### config.mk
export PLATFORM = sky130hd
export DESIGN_NAME = ovuv_fault_flags
export DESIGN_NICKNAME = d
export VERILOG_FILES = /design/src/ovuv_debounce.v /design/src/ovuv_fault_flags.v
export VERILOG_INCLUDE_DIRS = /design/src /design/src/src
export SDC_FILE = /design/constraint.sdc
export NUM_CORES = 1
export LEC_CHECK = 0
export ABC_AREA = 0
export BUFFER_PORTS_ARGS = -buffer_cell sky130_fd_sc_hd__buf_2
export CAP_MARGIN = 20
export CORE_MARGIN = 8
export CORE_UTILIZATION = 25
export DETAILED_ROUTE_END_ITERATION = 8
export GPL_TIMING_DRIVEN = 0
export PLACE_DENSITY_LB_ADDON = 0.12
export SLEW_MARGIN = 25
export SYNTH_ARGS = -nofsm -noshare
export SYNTH_HDL_FRONTEND = slang
export SYNTH_HIERARCHICAL = 1
export SYNTH_SLANG_ARGS = --single-unit
### constraint.sdc
create_clock -name sys_clk -period 7.7 [get_ports sys_clk]
set_input_delay 1.54 -clock sys_clk [delete_from_list [all_inputs] [get_ports sys_clk]]
set_output_delay 1.54 -clock sys_clk [all_outputs]
set_load 0.01 [all_outputs]
### src/ovuv_map.vh
`ifndef OVUV_MAP_VH
`define OVUV_MAP_VH
// Register byte addresses: printed offsets are not word aligned, so index times four.
`define OVUV_IDX_OV_A 16'hfe26
`define OVUV_IDX_OV_B 16'hfe27
`define OVUV_IDX_UV_A 16'hfe28
`define OVUV_IDX_STATUS 16'hfe2f
`define OVUV_ADDR_OV_A 18'h3f898
`define OVUV_ADDR_OV_B 18'h3f89c
`define OVUV_ADDR_UV_A 18'h3f8a0
`define OVUV_ADDR_STATUS 18'h3f8bc
`define OVUV_RST_OV 8'h00
`define OVUV_RST_UV 8'h00
`define OVUV_OV_DB_MSB 7
`define OVUV_OV_DB_LSB 6
`define OVUV_OV_TH_MSB 5
`define OVUV_OV_TH_LSB 0
`define OVUV_UV_DB_BIT 7
`define OVUV_UV_TH_MSB 6
`define OVUV_UV_TH_LSB 0
`define OVUV_VS_WIDTH 12
`define OVUV_CLK_HZ 25000000
// Debounce times in nanoseconds, and milliseconds for the long one.
`define OVUV_T_OV1_NS 960
`define OVUV_T_OV2_NS 2240
`define OVUV_T_OV3_NS 8000
`define OVUV_T_UV_MS 100
`define OVUV_CYC_OV1 ((`OVUV_T_OV1_NS * (`OVUV_CLK_HZ / 1000000) + 999) / 1000)
`define OVUV_CYC_OV2 ((`OVUV_T_OV2_NS * (`OVUV_CLK_HZ / 1000000) + 999) / 1000)
`define OVUV_CYC_OV3 ((`OVUV_T_OV3_NS * (`OVUV_CLK_HZ / 1000000) + 999) / 1000)
`define OVUV_CYC_UV (`OVUV_T_UV_MS * (`OVUV_CLK_HZ / 1000))
`endif

### src/ovuv_debounce.v
`timescale 1ns/10ps
`include "ovuv_map.vh"
module ovuv_debounce (
  input wire sys_clk,
  input wire rst_n,
  input wire fault,
  input wire [21:0] limit,
  output reg flag
);
  reg [21:0] count;
  // A limit of zero passes the fault straight to the registered flag.
  always @(posedge sys_clk) begin
    if (!rst_n) begin
      count <= 22'h000000;
      flag <= 1'b0;
    end else if (!fault) begin
      count <= 22'h000000;
      flag <= 1'b0;
    end else if (count >= limit) begin
      flag <= 1'b1;
    end else begin
      count <= count + 22'h000001;
    end
  end
endmodule

### src/ovuv_fault_flags.v
`timescale 1ns/10ps
`include "ovuv_map.vh"
// Function
// - Two-bit overvoltage debounce code selects 0/0.96/2.24/8 us.
// - Six-bit field drives comparator threshold code.
// - Threshold code maps linearly 0.75 V to 1.5 V.
// - Undervoltage debounce bit: none or 100 ms.
// - Undervoltage when threshold exceeds sensed seven MSBs.
// - Undervoltage threshold step is 12.5 mV.
// - Zero undervoltage threshold keeps flag cleared.
// - Compare against voltage-sense converter output.
module ovuv_fault_flags (
  input wire sys_clk,
  input wire rst_n,
  input wire psel,
  input wire penable,
  input wire pwrite,
  input wire [31:0] paddr,
  input wire [31:0] pwdata,
  output reg [31:0] prdata,
  output wire pready,
  output wire pslverr,
  input wire overvoltage_cmp_a,
  input wire overvoltage_cmp_b,
  input wire [11:0] sensed_voltage_channel_a,
  output wire [5:0] overvoltage_threshold_a,
  output wire [5:0] overvoltage_threshold_b,
  output wire overvoltage_channel_a,
  output wire overvoltage_channel_b,
  output wire undervoltage_channel_a
);
  reg [7:0] overvolt_setting_ch_a;
  reg [7:0] overvolt_setting_ch_b;
  reg [7:0] undervolt_setting_ch_a;
  reg [7:0] next_overvolt_setting_ch_a;
  reg [7:0] next_overvolt_setting_ch_b;
  reg [7:0] next_undervolt_setting_ch_a;
  reg [31:0] next_prdata;
  reg uv_fault;
  wire [2:0] sel;
  wire wr_access;
  wire rd_setup;
  wire [2:0] flags;
  wire [6:0] uv_th;
  wire [6:0] vs_msbs;
  wire [1:0] ov_code_a;
  wire [1:0] ov_code_b;
  wire [21:0] ov_lim_a;
  wire [21:0] ov_lim_b;
  wire [21:0] uv_lim;

  // Register select codes produced by the address decode.
  localparam [2:0] SEL_NONE = 3'b000;
  localparam [2:0] SEL_OV_A = 3'b001;
  localparam [2:0] SEL_OV_B = 3'b010;
  localparam [2:0] SEL_UV_A = 3'b011;
  localparam [2:0] SEL_STATUS = 3'b100;

  // Counts are reckoned as integers and then cut to the counter width on purpose.
  localparam integer CYC_OV1_M1 = `OVUV_CYC_OV1 - 1;
  localparam integer CYC_OV2_M1 = `OVUV_CYC_OV2 - 1;
  localparam integer CYC_OV3_M1 = `OVUV_CYC_OV3 - 1;
  localparam integer CYC_UV_M1 = `OVUV_CYC_UV - 1;
  localparam [21:0] LIM_OV1 = CYC_OV1_M1[21:0];
  localparam [21:0] LIM_OV2 = CYC_OV2_M1[21:0];
  localparam [21:0] LIM_OV3 = CYC_OV3_M1[21:0];
  localparam [21:0] LIM_UV = CYC_UV_M1[21:0];

  function [2:0] reg_sel;
    input [31:0] addr;
    begin
      if (addr[31:18] != 14'h0000) begin
        reg_sel = SEL_NONE;
      end else begin
        case (addr[17:0])
          `OVUV_ADDR_OV_A: reg_sel = SEL_OV_A;
          `OVUV_ADDR_OV_B: reg_sel = SEL_OV_B;
          `OVUV_ADDR_UV_A: reg_sel = SEL_UV_A;
          `OVUV_ADDR_STATUS: reg_sel = SEL_STATUS;
          default: reg_sel = SEL_NONE;
        endcase
      end
    end
  endfunction

  function [31:0] pad_byte;
    input [7:0] value;
    begin
      pad_byte = {24'h000000, value};
    end
  endfunction

  function [1:0] ov_code;
    input [7:0] setting;
    begin
      ov_code = setting[`OVUV_OV_DB_MSB:`OVUV_OV_DB_LSB];
    end
  endfunction

  function [5:0] ov_threshold;
    input [7:0] setting;
    begin
      ov_threshold = setting[`OVUV_OV_TH_MSB:`OVUV_OV_TH_LSB];
    end
  endfunction

  // Each limit is one less than the sample count, since the counter starts at zero.
  function [21:0] ov_limit;
    input [1:0] code;
    begin
      case (code)
        2'b00: ov_limit = 22'h000000;
        2'b01: ov_limit = LIM_OV1;
        2'b10: ov_limit = LIM_OV2;
        default: ov_limit = LIM_OV3;
      endcase
    end
  endfunction

  function uv_detect;
    input [6:0] threshold;
    input [6:0] sensed;
    begin
      uv_detect = (threshold != 7'h00) && (threshold > sensed);
    end
  endfunction

  assign sel = reg_sel(paddr);
  assign wr_access = psel && penable && pwrite;
  assign rd_setup = psel && !penable && !pwrite;
  assign flags = {undervoltage_channel_a, overvoltage_channel_b, overvoltage_channel_a};
  // No wait states: every access phase completes in its first cycle.
  assign pready = 1'b1;
  assign pslverr = psel && penable && (sel == SEL_NONE);

  // The status word is read-only, so a write to it falls through to the default.
  always @* begin
    next_overvolt_setting_ch_a = overvolt_setting_ch_a;
    next_overvolt_setting_ch_b = overvolt_setting_ch_b;
    next_undervolt_setting_ch_a = undervolt_setting_ch_a;
    if (wr_access) begin
      case (sel)
        SEL_OV_A: next_overvolt_setting_ch_a = pwdata[7:0];
        SEL_OV_B: next_overvolt_setting_ch_b = pwdata[7:0];
        SEL_UV_A: next_undervolt_setting_ch_a = pwdata[7:0];
        default: next_overvolt_setting_ch_a = overvolt_setting_ch_a;
      endcase
    end
  end

  // Read data is captured in the setup cycle, so it already stands in the access phase.
  always @* begin
    next_prdata = prdata;
    if (rd_setup) begin
      case (sel)
        SEL_OV_A: next_prdata = pad_byte(overvolt_setting_ch_a);
        SEL_OV_B: next_prdata = pad_byte(overvolt_setting_ch_b);
        SEL_UV_A: next_prdata = pad_byte(undervolt_setting_ch_a);
        SEL_STATUS: next_prdata = {29'h00000000, flags};
        default: next_prdata = 32'h00000000;
      endcase
    end
  end

  always @(posedge sys_clk) begin
    if (!rst_n) begin
      overvolt_setting_ch_a <= `OVUV_RST_OV;
      overvolt_setting_ch_b <= `OVUV_RST_OV;
      undervolt_setting_ch_a <= `OVUV_RST_UV;
      prdata <= 32'h00000000;
    end else begin
      overvolt_setting_ch_a <= next_overvolt_setting_ch_a;
      overvolt_setting_ch_b <= next_overvolt_setting_ch_b;
      undervolt_setting_ch_a <= next_undervolt_setting_ch_a;
      prdata <= next_prdata;
    end
  end

  // Code 0x00 is 0.75 V and 0x3f is 1.5 V in the analog comparator.
  assign overvoltage_threshold_a = ov_threshold(overvolt_setting_ch_a);
  assign overvoltage_threshold_b = ov_threshold(overvolt_setting_ch_b);
  assign ov_code_a = ov_code(overvolt_setting_ch_a);
  assign ov_code_b = ov_code(overvolt_setting_ch_b);
  assign ov_lim_a = ov_limit(ov_code_a);
  assign ov_lim_b = ov_limit(ov_code_b);
  assign uv_lim = undervolt_setting_ch_a[`OVUV_UV_DB_BIT] ? LIM_UV : 22'h000000;

  // One threshold step equals one step of the upper seven sense bits, 12.5 mV.
  assign uv_th = undervolt_setting_ch_a[`OVUV_UV_TH_MSB:`OVUV_UV_TH_LSB];
  assign vs_msbs = sensed_voltage_channel_a[11:5];
  // Registering the compare keeps the magnitude compare off the debounce counter's path.
  always @(posedge sys_clk) begin
    if (!rst_n)
      uv_fault <= 1'b0;
    else
      uv_fault <= uv_detect(uv_th, vs_msbs);
  end

  ovuv_debounce u_deb_ov_a (
    .sys_clk(sys_clk),
    .rst_n(rst_n),
    .fault(overvoltage_cmp_a),
    .limit(ov_lim_a),
    .flag(overvoltage_channel_a)
  );

  ovuv_debounce u_deb_ov_b (
    .sys_clk(sys_clk),
    .rst_n(rst_n),
    .fault(overvoltage_cmp_b),
    .limit(ov_lim_b),
    .flag(overvoltage_channel_b)
  );

  // Zero threshold forces the registered fault low one cycle later, so the flag clears the cycle after that.
  ovuv_debounce u_deb_uv_a (
    .sys_clk(sys_clk),
    .rst_n(rst_n),
    .fault(uv_fault),
    .limit(uv_lim),
    .flag(undervoltage_channel_a)
  );
endmodule

==> results by group <==
Placement
  • Pre-CTS setup slack: between 3 and 4 ns
  • Port Buffers: 77
  • Placed insts: ~1400
  • Final GP Congestion: around 0.75
  • DP Wirelength: 15300 um
  • Post-Place Cell Area: around 8500 um^2

Setup path
  • Most frequent CP cell: buf_2
  • Crit path max-delay family: simple AND/OR/NAND/NOR gates
  • Crit Path Category: input pin to primary output
  • Critical Path RT: between 6 and 7 ns
  • Critical Path Fanout Max: 4
  • Worst path cell trace: buf_2 > nor4b_4 > nand4_2 > a211oi_4 > nor2_1 > buf_2
  • Worst path bufs/invs: 2
  • CP max stage cell: nor4b_4
  • Worst setup EP type: primary output
  • CP max stage delay: around 0.33 ns
  • Critical path launch point type: input pin
  • CP Data Arrival Time: roughly 2.8 ns

Yosys
  • Syn Inst Count: between 800 and 900
  • Top-count cell post-synth: dfxtp_1
  • EDFF count, synth: 0
  • Asr flop ratio synth: 0
  • Flops & latches, synth: about 100
  • Netlist Area Pre-Place: around 7300 um^2
  • Distinct cells, synth: 55
  • Seq/Total Area, Yosys: 0.278
  • Most used DFF post-synth: dfxtp_1
  • YS warnings: 6
  • Top area cells in the synthesized netlist: dfxtp_1 28%, ha_1 14%, a21oi_1 5.8%, o31ai_1 5.5%, or4_1 5.5%
  • Synth top cells by count: 102 x dfxtp_1, 87 x inv_1, 85 x a21oi_1, 82 x ha_1, 79 x nand2_1
  • Top-area cell type share of the netlist area: 0.278
  • Area leader, netlist: dfxtp_1
  • Post-synthesis average cell area: ~8.2 um^2

Worst hold path
  • Hold Crit Class: flop to flop

Timing
  • Fin crit period: 4.31 ns
  • Maximum clock frequency: roughly 0.23 GHz
  • Final slew viol count: 0
  • RSZ-0062 raised after global routing: false
  • Hold_ws: 0.446 ns
  • Rel. slew slack: 0.542
  • Fin worst setup slack: about 3.4 ns
  • Skew final: 0.0163 ns
  • Setup tns final: 0 ns
  • Slew @ Worst Pin: about 0.69 ns
  • Final Hold Violating Endpoints: 0
  • Final Setup Violations: 0
  • Period utilization: 0.559

Floorplanning
  • Core Box Area: just under 30000 um^2
  • Die Y: ~190 um
  • Die Wd: ~190 um
  • Row cnt: between 60 and 70
  • Initial Util: 0.255
  • Die area: about 35000 um^2
  • Ports: between 100 and 150

Layout
  • Layout area overhead: 18.7%
  • Nets: approximately 1200
  • Final Util: 0.302
  • Antenna diodes: 0
  • Post-route cell area: about 8700 um^2
  • Non-Filler Instances: roughly 1400
  • Share of layout cells above drive strength 1: 0.157

Detailed routing
  • Drc violations: 0
  • Iter 0 DRT Violations: about 200
  • Met2 WL: between 9000 and 10000 um
  • Wire length on met1: 10000 um
  • Vias post-DR: between 6000 and 7000
  • Routed len/inst: 13.9 um
  • DRT antenna net count: 0
  • First drt pass iteration count: 6
  • Post-Route WL: 19900 um
  • WL met3: between 400 and 500 um
  • Vias/cell: 4.63
  • Top routing layer used: met4

CTS
  • CTS sink count: 102
  • Clock buffer depth: 2
  • Clock-pin slew on the worst setup and hold paths: 0.07 ns
  • Hold buffers post-CTS: 0
  • Post-CTS sizing: 0
  • Total CTS buffers: 9
  • TritonCTS clock tree: done
  • CTS root buf: clkbuf_16
  • H-tree Lvls: 3
  • Clk Latency, worst-skew pair: around 0.35 ns
  • Setup bufs post-CTS: 0

Global route
  • Vias in the first global route: roughly 6300
  • GRT Total Usage: 0.111
  • Global-route wire length before repair: about 33000 um
  • Largest net degree at the start of global routing: 17
  • Antenna violations before repair: 0
  • Congestion Overflow GR: 0

Power and ir drop
  • Total power: around 1.1 mW
  • Leak Pwr: about 3.7 nW
  • P per Cell Area: approximately 120 nW/um^2
  • Max rail drop VDD: between 0.09 and 0.1 mV

Outcome
  • Outcome: complete, no violations

Flow run
  • MaxCap Viol Count: 0
==> power by group <==
group | internal (mW) | switching [mW] | total [mW]
combinational | 0.0370 | 0.0469 | 0.0839
sequential | 0.528 | 0.00133 | 0.529
clock | 0.228 | 0.214 | 0.442
==> per-layer routing <==
metal  up-vias  global-route usage
met5         -                   0
met2        87               0.184
met1      3051               0.149
li1       3510                   -
met4         0              0.0279
met3         9              0.0136
==> worst min-delay path: cells and delay by family, from the launching register on <==
| family | cells | cell delay, ns |
|---|---|---|
| and+or+nand+nor | 1 | 0.04 |
| AOI/OAI and AO/OA | 1 | 0.05 |
| DFF | 1 | 0.31 |
==> path summary, 6_finish.rpt <==
path / slack (ns) / startpoint / to / depth (start not counted)
worst max-delay path: 3.39 / paddr[1] / pslverr / 6
worst min-delay path: 0.45 / prdata[0] / prdata[0] / 2
worst max register to register: 4.61 / undervolt_setting_ch_a[7] / u_deb_uv_a/count[10] / 10
worst min register to register: 0.45 / prdata[0] / prdata[0] / 2
==> layout make-up <==
class                   instances  area [um^2]
plain buffers                  79          495
well taps                     384          480
fillers                      3148        20100
clock inverters                 4         32.5
inverters                      87          327
clock buffers                  10          239
flip-flops and latches        102         2040
multi-input cells             694         4720
repair buffers                 77          385
==> sequential cells by signal, indices dropped and copies added (netlist names) <==
register                count
u_deb_ov_a/count           22
u_deb_ov_a/flag             1
u_deb_ov_b/flag             1
overvolt_setting_ch_a       8
undervolt_setting_ch_a      8
u_deb_ov_b/count           22
u_deb_uv_a/flag             1
overvolt_setting_ch_b       8
uv_fault                    1
prdata                      8
u_deb_uv_a/count           22
==> cells by family (layout without fill, tap and decap cells) <==
kind of cell    Yosys count  count (layout)  share of synthesized area
fa+ha+maj                82              82                      0.140
compound gates          206             206                      0.182
simple gates            311             311                      0.247
buf+inv                 166             257                      0.112
mux                      30              30                     0.0414
other cells               2              65                    0.00102
flops                   102             102                      0.278
==> layout by cell type (no fill, tap or decap), drive strengths merged, types with 7 or more instances in the layout <==
cell type	instances
buf	125
dfxtp	102
inv	89
a21oi	85
ha	82
nand2	82
conb	65
o31ai	54
or4	54
nand3	42
clkbuf	41
nor2	33
mux2i	27
nand4	25
o21ai	23
and3	21
nor3	10
or2	9
and4	7
a211oi	7
(Power assumes the default switching activity.)
